File: src/logic/sfc_pkg.sv
package sfc_pkg;
   // ==========================================
   // Command opcodes
   localparam logic [7:0] OP_WREN = 8'h06;
   localparam logic [7:0] OP_WRDI = 8'h04;
   localparam logic [7:0] OP_RDSR2 = 8'h35;
   localparam logic [7:0] OP_RDSR3 = 8'h15;
   localparam logic [7:0] OP_WRSR1 = 8'h01;
   localparam logic [7:0] OP_WRSR2 = 8'h31;
   localparam logic [7:0] OP_WRSR3 = 8'h11;
   localparam logic [7:0] OP_RDEAR = 8'hC8;
   localparam logic [7:0] OP_WREAR = 8'hC5;
   localparam logic [7:0] OP_SUSP = 8'h75;
   localparam logic [7:0] OP_RESUME = 8'h7A;
   localparam logic [7:0] OP_RST_EN = 8'h66;
   localparam logic [7:0] OP_RST = 8'h99;
   localparam logic [7:0] OP_CLRFLG = 8'h30;
   localparam logic [7:0] OP_EN4B = 8'hB7;
   localparam logic [7:0] OP_EX4B = 8'hE9;
   localparam logic [7:0] OP_PP = 8'h02;
   localparam logic [7:0] OP_PP4 = 8'h12;
   localparam logic [7:0] OP_SE = 8'h20;
   localparam logic [7:0] OP_SE4 = 8'h21;
   localparam logic [7:0] OP_READ = 8'h03;
   localparam logic [7:0] OP_READ4 = 8'h13;
   localparam logic [7:0] OP_FREAD4 = 8'h0C;
   localparam logic [7:0] OP_QIOR4 = 8'hEC;
   // ==========================================
   // Status register 1 protection bit (S7)
   localparam int SR1_PROTECT_MODE_LO = 7;
   // Status register 2 bit positions (S8..S15)
   localparam int SR2_ADS = 0;
   localparam int SR2_QE = 1;
   localparam int SR2_SUS_PGM = 2;
   localparam int SR2_LB1 = 3;
   localparam int SR2_LB3 = 5;
   localparam int SR2_PROTECT_MODE_HI = 6;
   localparam int SR2_SUS_ERS = 7;
   // Status register 3 bit positions (S16..S23)
   localparam int SR3_PE = 2;
   localparam int SR3_EE = 3;
   localparam int SR3_ADP = 4;
   localparam int SR3_DRV_LO = 5;
   localparam int SR3_DRV_HI = 6;
   localparam int SR3_PINFN = 7;
   // Extended address bit
   localparam int EAR_A24 = 0;
   // ==========================================
   // Reset values, protect mode codes and framing constants
   localparam logic [1:0] DRV_RESET = 2'h1;
   localparam logic [1:0] SRP_LOCKDOWN = 2'h2;
   localparam logic [1:0] SRP_SOFTWARE = 2'h0;
   localparam logic [2:0] BIT_CNT_LAST = 3'h7;
   localparam logic [2:0] ADDR_BYTES_3 = 3'h3;
   localparam logic [2:0] ADDR_BYTES_4 = 3'h4;
endpackage

File: src/logic/sfc_ctrl.sv
// Overview of operation
// - Lock-down protection returns to software mode on power-up
// - Quad enable turns protect and pause pins into data
// - Lock bits default zero, set once, never clear
// - Suspend sets erase or program paused flag
// - Resume, software reset, power-up clear paused flags
// - Two-bit field selects read drive strength
// - Shared pin is pause or reset unless quad
// - Reserved bits ignored; writing them has no effect
// - Program failure or protection sets program error
// - Erase failure or protection sets erase error
// - Clear-flag command clears both error flags
// - Address width status shows current address mode
// - Power-up width select sampled at initialisation and on software reset
// - Extended address register: bit zero only, rest reserved
// - Three-byte mode uses upper half select
// - Four-byte mode ignores, then overwrites, upper half select
// - Dedicated four-byte opcodes ignore extended address register; program and erase overwrite it
// - Bits sampled MSB first on rising serial clock
// - Register read commands shift data out until deselect
// - Write-class commands execute only on byte boundary
// - Partial page program byte: no program, latch kept
// - Cleared write latch refuses status write, program, erase
`timescale 1ns/10ps
`default_nettype none
module sfc_ctrl (
   // Clock and reset (reset models a power cycle)
   input wire logic clk_in,
   input wire logic sys_rst_in,
   // Serial link pins
   input wire logic cs_n_in,
   input wire logic sclk_in,
   input wire logic si_in,
   output logic so_out,
   output logic so_oe_out,
   // Array back end status
   input wire logic busy_erase_in,
   input wire logic busy_program_in,
   input wire logic program_fail_in,
   input wire logic erase_fail_in,
   input wire logic target_protected_in,
   input wire logic otp_locked_access_in,
   // Configuration outputs
   output logic quad_line_two_en_out,
   output logic quad_line_three_en_out,
   output logic pause_fn_en_out,
   output logic reset_fn_en_out,
   output logic [1:0] drive_strength_out,
   output logic [2:0] security_lock_out,
   output logic [1:0] protect_mode_out,
   // Command results to the array
   output logic program_start_out,
   output logic erase_start_out,
   output logic [31:0] array_addr_out,
   output logic write_latch_out
);
   // ==========================================
   // Pin synchronisers
   logic [1:0] cs_sync, sclk_sync, si_sync;
   logic sclk_d;
   always_ff @(posedge clk_in or posedge sys_rst_in) begin
      if (sys_rst_in) begin
         cs_sync <= 2'h3;
         sclk_sync <= 2'h0;
         si_sync <= 2'h0;
         sclk_d <= 1'b0;
      end else begin
         cs_sync <= {cs_sync[0], cs_n_in};
         sclk_sync <= {sclk_sync[0], sclk_in};
         si_sync <= {si_sync[0], si_in};
         sclk_d <= sclk_sync[1];
      end
   end
   logic cs_n, sclk_rise, sclk_fall, si;
   logic cs_prev;
   assign cs_n = cs_sync[1];
   assign si = si_sync[1];
   assign sclk_rise = ~cs_n & sclk_sync[1] & ~sclk_d;
   assign sclk_fall = ~cs_n & ~sclk_sync[1] & sclk_d;
   logic cs_rise;
   assign cs_rise = cs_n & ~cs_prev;
   always_ff @(posedge clk_in or posedge sys_rst_in) begin
      if (sys_rst_in) begin
         cs_prev <= 1'b1;
      end else begin
         cs_prev <= cs_n;
      end
   end
   // ==========================================
   // Bit and byte framing
   logic [2:0] bit_cnt;
   logic [7:0] shift_in;
   logic [7:0] opcode;
   logic [3:0] byte_cnt;
   logic have_op;
   logic byte_done;
   logic [7:0] next_byte;
   assign byte_done = sclk_rise && (bit_cnt == package_bit_last());
   assign next_byte = {shift_in[6:0], si};
   function automatic logic [2:0] package_bit_last();
      return sfc_pkg::BIT_CNT_LAST;
   endfunction
   always_ff @(posedge clk_in or posedge sys_rst_in) begin
      if (sys_rst_in) begin
         bit_cnt <= 3'h0;
         shift_in <= 8'h00;
         opcode <= 8'h00;
         byte_cnt <= 4'h0;
         have_op <= 1'b0;
      end else if (cs_n) begin
         bit_cnt <= 3'h0;
         byte_cnt <= 4'h0;
         have_op <= 1'b0;
      end else if (sclk_rise) begin
         bit_cnt <= bit_cnt + 3'h1;
         shift_in <= next_byte;
         if (byte_done) begin
            if (!have_op) begin
               opcode <= next_byte;
               have_op <= 1'b1;
            end else if (byte_cnt != 4'hF) begin
               byte_cnt <= byte_cnt + 4'h1;
            end
         end
      end
   end
   // Framing is only clean when deselect lands on a byte edge
   logic aligned;
   assign aligned = (bit_cnt == 3'h0) && have_op;
   // ==========================================
   // Register state
   logic quad_enable, program_paused_flag, erase_paused_flag;
   logic [2:0] security_lock;
   logic [1:0] protect_mode;
   logic program_error_flag, erase_error_flag;
   logic powerup_width_select, pin_function_select;
   logic [1:0] drive_strength;
   logic address_width_status, upper_half_select;
   logic write_latch, reset_armed;
   logic [7:0] data_byte0, data_byte1;
   logic [31:0] addr_acc;
   logic init_pending;
   logic is_4b_op, addr4;
   logic [2:0] need_addr;
   // Data bytes after the opcode captured for status and address use
   always_ff @(posedge clk_in or posedge sys_rst_in) begin
      if (sys_rst_in) begin
         data_byte0 <= 8'h00;
         data_byte1 <= 8'h00;
         addr_acc <= 32'h0000_0000;
      end else if (byte_done && have_op) begin
         if (byte_cnt == 4'h0) begin
            data_byte0 <= next_byte;
         end
         if (byte_cnt == 4'h1) begin
            data_byte1 <= next_byte;
         end
         if (byte_cnt < {1'b0, need_addr}) begin // Data bytes must not push the address out
            addr_acc <= {addr_acc[23:0], next_byte};
         end
      end
   end
   assign is_4b_op = (opcode == sfc_pkg::OP_PP4) || (opcode == sfc_pkg::OP_SE4) ||
      (opcode == sfc_pkg::OP_READ4) || (opcode == sfc_pkg::OP_FREAD4) || (opcode == sfc_pkg::OP_QIOR4);
   assign addr4 = is_4b_op || address_width_status;
   // Write-class commands on a clean deselect
   logic exec, wl_ok;
   assign exec = cs_rise && aligned;
   assign wl_ok = write_latch;
   logic do_wrsr1, do_wrsr2, do_wrsr3, do_pp, do_se;
   assign do_wrsr1 = exec && wl_ok && opcode == sfc_pkg::OP_WRSR1 && byte_cnt >= 4'h2;
   assign do_wrsr2 = exec && wl_ok && opcode == sfc_pkg::OP_WRSR2 && byte_cnt >= 4'h1;
   assign do_wrsr3 = exec && wl_ok && opcode == sfc_pkg::OP_WRSR3 && byte_cnt >= 4'h1;
   logic pp_op, se_op;
   assign pp_op = (opcode == sfc_pkg::OP_PP) || (opcode == sfc_pkg::OP_PP4);
   assign se_op = (opcode == sfc_pkg::OP_SE) || (opcode == sfc_pkg::OP_SE4);
   assign need_addr = addr4 ? sfc_pkg::ADDR_BYTES_4 : sfc_pkg::ADDR_BYTES_3;
   assign do_pp = exec && wl_ok && pp_op && byte_cnt > {1'b0, need_addr};
   assign do_se = exec && wl_ok && se_op && byte_cnt == {1'b0, need_addr};
   logic [7:0] sr2_wr;
   assign sr2_wr = (opcode == sfc_pkg::OP_WRSR1) ? data_byte1 : data_byte0;
   logic [31:0] full_addr;
   // Upper half select fills bit 24 only for three-byte addressing
   assign full_addr = addr4 ? addr_acc : {7'h00, upper_half_select, addr_acc[23:0]};
   // ==========================================
   // Nonvolatile configuration (reset stands for a power cycle)
   always_ff @(posedge clk_in or posedge sys_rst_in) begin
      if (sys_rst_in) begin
         quad_enable <= 1'b0;
         protect_mode <= sfc_pkg::SRP_SOFTWARE;
         security_lock <= 3'h0;
         drive_strength <= sfc_pkg::DRV_RESET;
         powerup_width_select <= 1'b0;
         pin_function_select <= 1'b0;
      end else begin
         if (init_pending && protect_mode == sfc_pkg::SRP_LOCKDOWN) begin
            protect_mode <= sfc_pkg::SRP_SOFTWARE;
         end
         if (do_wrsr1 || do_wrsr2) begin
            quad_enable <= sr2_wr[sfc_pkg::SR2_QE];
            protect_mode[1] <= sr2_wr[sfc_pkg::SR2_PROTECT_MODE_HI];
            security_lock <= security_lock | sr2_wr[sfc_pkg::SR2_LB3:sfc_pkg::SR2_LB1];
         end
         if (do_wrsr1) begin
            protect_mode[0] <= data_byte0[sfc_pkg::SR1_PROTECT_MODE_LO];
         end
         // Read-only and reserved bits of the written byte are dropped
         if (do_wrsr3) begin
            powerup_width_select <= data_byte0[sfc_pkg::SR3_ADP];
            drive_strength <= data_byte0[sfc_pkg::SR3_DRV_HI:sfc_pkg::SR3_DRV_LO];
            pin_function_select <= data_byte0[sfc_pkg::SR3_PINFN];
         end
      end
   end
   // Lock-down recovery runs once after every reset release
   always_ff @(posedge clk_in or posedge sys_rst_in) begin
      if (sys_rst_in) begin
         init_pending <= 1'b1;
      end else begin
         init_pending <= 1'b0;
      end
   end
   // ==========================================
   // Volatile state: address mode, upper half, write latch
   logic do_soft_reset;
   assign do_soft_reset = exec && opcode == sfc_pkg::OP_RST && reset_armed;
   always_ff @(posedge clk_in or posedge sys_rst_in) begin
      if (sys_rst_in) begin
         address_width_status <= 1'b0;
         upper_half_select <= 1'b0;
         reset_armed <= 1'b0;
      end else begin
         if (init_pending || do_soft_reset) begin
            address_width_status <= powerup_width_select;
         end else if (exec && opcode == sfc_pkg::OP_EN4B) begin
            address_width_status <= 1'b1;
         end else if (exec && opcode == sfc_pkg::OP_EX4B) begin
            address_width_status <= 1'b0;
         end
         if (do_soft_reset) begin
            upper_half_select <= 1'b0;
         end else if ((do_pp || do_se) && addr4) begin
            upper_half_select <= addr_acc[24];
         end else if (exec && opcode == sfc_pkg::OP_WREAR && byte_cnt >= 4'h1) begin
            upper_half_select <= data_byte0[sfc_pkg::EAR_A24];
         end
         if (cs_rise) begin
            reset_armed <= aligned && opcode == sfc_pkg::OP_RST_EN;
         end
      end
   end
   always_ff @(posedge clk_in or posedge sys_rst_in) begin
      if (sys_rst_in) begin
         write_latch <= 1'b0;
      end else if (exec && opcode == sfc_pkg::OP_WREN) begin
         write_latch <= 1'b1;
      end else if (do_soft_reset || do_wrsr1 || do_wrsr2 || do_wrsr3 || do_pp || do_se ||
            (exec && opcode == sfc_pkg::OP_WRDI)) begin
         write_latch <= 1'b0;
      end
   end
   // ==========================================
   // Suspend and error flags; hardware set beats the clear
   logic susp_cmd, err_clr;
   assign susp_cmd = exec && opcode == sfc_pkg::OP_SUSP;
   assign err_clr = exec && opcode == sfc_pkg::OP_CLRFLG;
   always_ff @(posedge clk_in or posedge sys_rst_in) begin
      if (sys_rst_in) begin
         erase_paused_flag <= 1'b0;
         program_paused_flag <= 1'b0;
      end else if (susp_cmd) begin
         erase_paused_flag <= erase_paused_flag | busy_erase_in;
         program_paused_flag <= program_paused_flag | busy_program_in;
      end else if ((exec && opcode == sfc_pkg::OP_RESUME) || do_soft_reset) begin
         erase_paused_flag <= 1'b0;
         program_paused_flag <= 1'b0;
      end
   end
   logic prot_hit;
   assign prot_hit = target_protected_in | otp_locked_access_in;
   always_ff @(posedge clk_in or posedge sys_rst_in) begin
      if (sys_rst_in) begin
         program_error_flag <= 1'b0;
         erase_error_flag <= 1'b0;
      end else begin
         if (program_fail_in || (do_pp && prot_hit)) begin
            program_error_flag <= 1'b1;
         end else if (err_clr) begin
            program_error_flag <= 1'b0;
         end
         if (erase_fail_in || (do_se && prot_hit)) begin
            erase_error_flag <= 1'b1;
         end else if (err_clr) begin
            erase_error_flag <= 1'b0;
         end
      end
   end
   // ==========================================
   // Register readback, shifted out on falling serial clock
   logic [7:0] sr2, sr3, ear;
   assign sr2 = {erase_paused_flag, protect_mode[1], security_lock, program_paused_flag,
      quad_enable, address_width_status};
   // Reserved bits read as zero
   assign sr3 = {pin_function_select, drive_strength, powerup_width_select, erase_error_flag,
      program_error_flag, 2'h0};
   assign ear = {7'h00, upper_half_select};
   logic [7:0] rd_val;
   logic rd_op;
   always_comb begin
      rd_op = 1'b1;
      unique case (opcode)
         sfc_pkg::OP_RDSR2: rd_val = sr2;
         sfc_pkg::OP_RDSR3: rd_val = sr3;
         sfc_pkg::OP_RDEAR: rd_val = ear;
         default: begin
            rd_val = 8'h00;
            rd_op = 1'b0;
         end
      endcase
   end
   logic [7:0] shift_out;
   always_ff @(posedge clk_in or posedge sys_rst_in) begin
      if (sys_rst_in) begin
         shift_out <= 8'h00;
         so_out <= 1'b0;
         so_oe_out <= 1'b0;
      end else if (cs_n) begin
         so_oe_out <= 1'b0;
      end else if (sclk_fall && have_op && rd_op) begin
         if (bit_cnt == 3'h0) begin
            so_out <= rd_val[7];
            shift_out <= {rd_val[6:0], 1'b0};
         end else begin
            so_out <= shift_out[7];
            shift_out <= {shift_out[6:0], 1'b0};
         end
         so_oe_out <= 1'b1;
      end
   end
   // ==========================================
   // Array commands and configuration outputs
   always_ff @(posedge clk_in or posedge sys_rst_in) begin
      if (sys_rst_in) begin
         program_start_out <= 1'b0;
         erase_start_out <= 1'b0;
         array_addr_out <= 32'h0000_0000;
      end else begin
         program_start_out <= do_pp && !prot_hit;
         erase_start_out <= do_se && !prot_hit;
         if (do_pp || do_se) begin
            array_addr_out <= full_addr;
         end
      end
   end
   assign quad_line_two_en_out = quad_enable;
   assign quad_line_three_en_out = quad_enable;
   assign pause_fn_en_out = !quad_enable && !pin_function_select;
   assign reset_fn_en_out = !quad_enable && pin_function_select;
   assign drive_strength_out = drive_strength;
   assign security_lock_out = security_lock;
   assign protect_mode_out = protect_mode;
   assign write_latch_out = write_latch;
endmodule
`default_nettype wire

File: config.mk
export PLATFORM = sky130hd
export DESIGN_NAME = sfc_ctrl
export DESIGN_NICKNAME = d
export VERILOG_FILES = /design/src/logic/sfc_pkg.sv /design/src/logic/sfc_ctrl.sv
export SDC_FILE = /design/constraint.sdc
export NUM_CORES = 1
export LEC_CHECK = 0
export BUFFER_PORTS_ARGS = -buffer_cell sky130_fd_sc_hd__buf_2
export CAP_MARGIN = 15
export CELL_PAD_IN_SITES_DETAIL_PLACEMENT = 1
export CELL_PAD_IN_SITES_GLOBAL_PLACEMENT = 2
export CORE_MARGIN = 3
export CORE_UTILIZATION = 25
export CTS_CLUSTER_DIAMETER = 100
export DETAILED_ROUTE_END_ITERATION = 10
export PLACE_DENSITY = 0.52
export SLEW_MARGIN = 20
export SYNTH_ARGS = -nofsm -noshare
export SYNTH_HDL_FRONTEND = slang
export SYNTH_SLANG_ARGS = --single-unit
File: constraint.sdc
create_clock -name clk_in -period 14.5 [get_ports clk_in]
set_input_delay 2.9 -clock clk_in [delete_from_list [all_inputs] [get_ports clk_in]]
set_output_delay 2.9 -clock clk_in [all_outputs]
set_load 0.1 [all_outputs]
## Word level (Yosys, flattened, before mapping)

Cells that the tools add are included.
W data, S select, Z words.

- Mux-type cells: 36
- Add/subtract/negate cells: 2
- $lt $le $gt $ge: 4
- Bitwise logic cells: 14
- Eq/ne operators: 28
- Reductions and logical operators: 83

Operator list:

| cell | number |
|---|---|
| $eq A8 B8 Y1 const B | 6 |
| $eq A8 B6 Y1 const B | 5 |
| $logic_and A1 B1 Y1 | 37 |
| $eq A8 B5 Y1 const B | 4 |
| $mux W32 | 1 |
| $eq A8 B7 Y1 const B | 3 |
| $pmux W8 S3 | 1 |
| $mux W1 | 23 |
| $reduce_bool A2 Y1 | 11 |
| $mux W4 | 5 |
| $logic_or A1 B1 Y1 | 19 |
| $eq A8 B3 Y1 const B | 2 |
| $reduce_and A2 Y1 | 6 |
| $mux W3 | 3 |
| $eq A8 B1 Y1 const B | 1 |
| $eq A8 B2 Y1 const B | 1 |
| $eq A8 B4 Y1 const B | 1 |
| $mux W8 | 1 |
| $reduce_and A4 Y1 | 2 |
| $mux W7 | 1 |
| $reduce_bool A3 Y1 | 2 |
| $and A1 B1 Y1 | 5 |
| $not A1 Y1 | 5 |
| $add A4 B1 Y4 const B | 1 |
| 17 further kinds | 21 |

- Register bits after elaboration: 141
- Input port bits: 11
- Output and inout bits: 48
- Logic and storage cells: 202

## Logic depth before layout (Yosys ltp)

- Depth after elaboration: 14
- Mapped depth: 13
- Mapped depth without buffers: 10

## Worst setup path after synthesis

No wires, ideal clock.

- Kind: flip-flop to output port
- Start: register quad_enable (netlist: quad_line_three_en_out)
- End: output port reset_fn_en_out
- Cell stages (with the launch flop): 2
- Path slack: 9343 ps
- Data arrival time: 2257 ps
- Path through: dfrtp_1 > nor2b_1

- Cells in the longest elaborated chain, start to end: 2

RTL lines:

| element | line | RTL |
|---|---|---|
| start: declaration | sfc_ctrl.sv:132 | `logic quad_enable, program_paused_flag, erase_paused_flag;` |
| start signal: assignment | sfc_ctrl.sv:200 | `quad_enable <= sr2_wr[sfc_pkg::SR2_QE];` |
| $logic_not A1 Y1 | sfc_ctrl.sv:358 | `assign reset_fn_en_out = !quad_enable && pin_function_select;` |
| $logic_and A1 B1 Y1 | sfc_ctrl.sv:358 |  |
| end: declaration | sfc_ctrl.sv:47 | `output logic reset_fn_en_out,` |

Every way passes these cells.

## Worst setup path after layout

Same ends and word-level chain as after synthesis.

==> qor.txt <==
vias in the first global route = 4178
Detail Route Antenna Nets = 0
Via density = 4.49
CTS tree = done
Async SR Flop Fraction = 100%
grt ovf = 0
placed instance count = 819
CTS buffer count = 17
Netlist cell types = 71
IO Pins = 59
Final Core Density = 30.6%
crit end category = primary output
# port buffers = 58
share of layout cells above drive strength 1 = 38.5%
Post-Syn Instances = 461
Syn. warnings = 0
clock sinks = 137
clk buf depth = 2
Max Freq = 228 MHz
setup TNS = 0 ps
GRT Total Usage = 11.9%
Rel. slew slack = 34.5%
Initial Util = 25.6%
# fillers = 2574
RSZ-0062 raised after global routing = false
H-tree depth = 4
Root Buffer = clkbuf_16
skew final = 12.4 ps
Final Max Slew Viols = 0
Final HPWL DP = 10.5 mm
Routed Wire Length = 14.9 mm
Yosys reg bits = 137
Post-synth EDFFs = 0
drt pass-1 iters = 4
worst vdd ir = 63.1 uV
Worst Max-Slew Pin Slew = 983 ps
post-synthesis sequential area ratio = 56.9%
CTS clk-pin slew, worst paths = 70 ps
Antenna Cells = 0
final std cells w/o fill = 851
initial antenna violation count = 0
hold crit path type = reg2reg
syn_nets = 482
Post-CTS Hold Fix Bufs = 0
Die X = 161 um
P_leak = 3.48 nW
largest net degree at the start of global routing = 84
PostCTS Resize Cnt = 0
placer congestion estimate = 0.748
Post-synth top flop = dfrtp_1
Vias = 3823
synthesized area = 0.00603 mm^2
die height = 161 um
post-place setup slack = 10080 ps
crit path time final = 4380 ps
WP data required = 11600 ps
Final Hold Vio Count = 0
Core ar. = 0.0236 mm^2
Final Setup Violations = 0
status = finished, final reports clean
row cnt = 56
DRC viols = 0
period utilization = 30.2%
DR WL/cell = 17.6 um
final net count = 540
crit path DAT = 1480 ps
startpoint types = register
first-pass GRT wire length = 24.4 mm
max_cap viols = 0
setup slack after layout = 10120 ps
full die area = 0.0260 mm^2
postcts setup bufs = 0
Setup CP Type = reg2out
Area Growth Syn to Fin = 19.7%
Avg Inst Size Synth = 13.1 um^2
total power per unit cell area = 121 mW/mm^2
worst-path maximum fanout = 6
initial DRC count = 182
Worst-Skew Late Latency = 420 ps
[cell type report]
| class | instances | area [um^2] | share of cell area (%) |
|---|---|---|---|
| clock buffers | 17 | 425 | 5.89 |
| repair buffers | 60 | 305 | 4.23 |
| well taps | 319 | 399 | 5.53 |
| clock inverters | 15 | 191 | 2.65 |
| multi-input cells | 291 | 2420 | 33.5 |
| flip-flops and latches | 137 | 3430 | 47.5 |
| inverters | 12 | 50.0 | 0.693 |
[per-layer routing]
layer	vias up	global-route usage [%]	part of all wire [%]
li1	1778	-	-
met1	1990	16.2	47
met2	45	19.6	50
met3	10	2.13	2.2
met4	0	3.40	1.1
met5	-	0	0
[state kept, by name, summed over array words and instances, names as in the netlist, 2 cells and up]
name                count
si_sync                 2
bit_cnt                 3
protect_mode_out        2
addr_acc               32
array_addr_out         32
security_lock_out       3
sclk_sync               2
data_byte1              5
byte_cnt                4
data_byte0              7
shift_out               7
opcode                  8
cs_sync                 2
drive_strength_out      2
shift_in                7
[kinds of logic (layout without fill, tap and decap cells)]
family	after synthesis	count (layout)	share of synthesized area, %
AOI/OAI and AO/OA	57	57	6.88
xor gates and xnor gates	3	3	0.435
adders and majority gates	10	10	2.07
buffers and inverters	33	104	3.07
DFF	137	137	56.9
muxes	102	102	18.8
other	1	1	0.0621
and+or+nand+nor	118	118	11.8
[layout by cell type, fill, tap and decap left out, drive strengths merged, types with 7 or more instances in the layout]
master	n
mux2i	12
inv	21
ha	10
clkbuf	17
a21oi	22
mux2	90
dfrtp	132
nor2	32
nand2	19
a22o	7
nand3	12
buf	60
[synthesized netlist by cell type (3+ instances only)]
cell      instances  area share, %
dfrtp_1         132             55
mux2_2           82             15
nor2_1           31            1.9
a21oi_1          22            1.8
nand2_1          18            1.1
mux2i_1          12            2.0
nand3_1          12            1.0
inv_1            11           0.68
ha_1             10            2.1
clkbuf_1          8           0.50
mux2_1            8            1.5
a22o_2            7            1.2
nand2b_1          6           0.62
nor4_1            6           0.62
o21ai_0           6           0.50
buf_2             5           0.41
dfstp_2           5            2.2
nor2b_1           5           0.52
buf_6             4           0.75
nor3_1            4           0.33
nor4b_1           4           0.58
or3_1             4           0.41
nand4b_1          3           0.44
o21bai_1          3           0.37
[worst max-delay path: stages (launching register included)]
cell and delay (ps):
dfrtp_1 490, nor2b_1 140, buf_2 430
[path summary, 6_finish.rpt]
path | from | endpoint | slack (ps) | cells past startpoint
max | quad_line_three_en_out | reset_fn_en_out | 10120 | 2
min | si_sync[0] | si_sync[1] | 360 | 0
max reg2reg | opcode[5] | array_addr_out[11] | 10410 | 10
min reg2reg | si_sync[0] | si_sync[1] | 360 | 0
max in group asynchronous | sys_rst_in | data_byte1[6] | 10630 | 3
min in group asynchronous | sys_rst_in | security_lock_out[0] | 2620 | 2
[per-stage QoR]
| step | power [mW] | hold slack, ps | cell area (um^2) |
|---|---|---|---|
| 2_1_floorplan | 0.425 | 331 | 6030 |
| 3_3_place_gp | 0.440 | 345 | 6610 |
| 3_5_place_dp | 0.441 | 338 | 6610 |
| 4_1_cts | 0.892 | 360 | 7220 |
| 5_1_grt | 0.910 | 365 | 7220 |
| 6_report | 0.873 | 358 | 7220 |
[power breakdown]
| part | total, mW | internal (mW) | switching [mW] |
|---|---|---|---|
| registers | 0.408 | 0.392 | 0.0155 |
| clock network | 0.441 | 0.237 | 0.205 |
| logic | 0.0243 | 0.00956 | 0.0147 |
(Power assumes the default switching activity.)
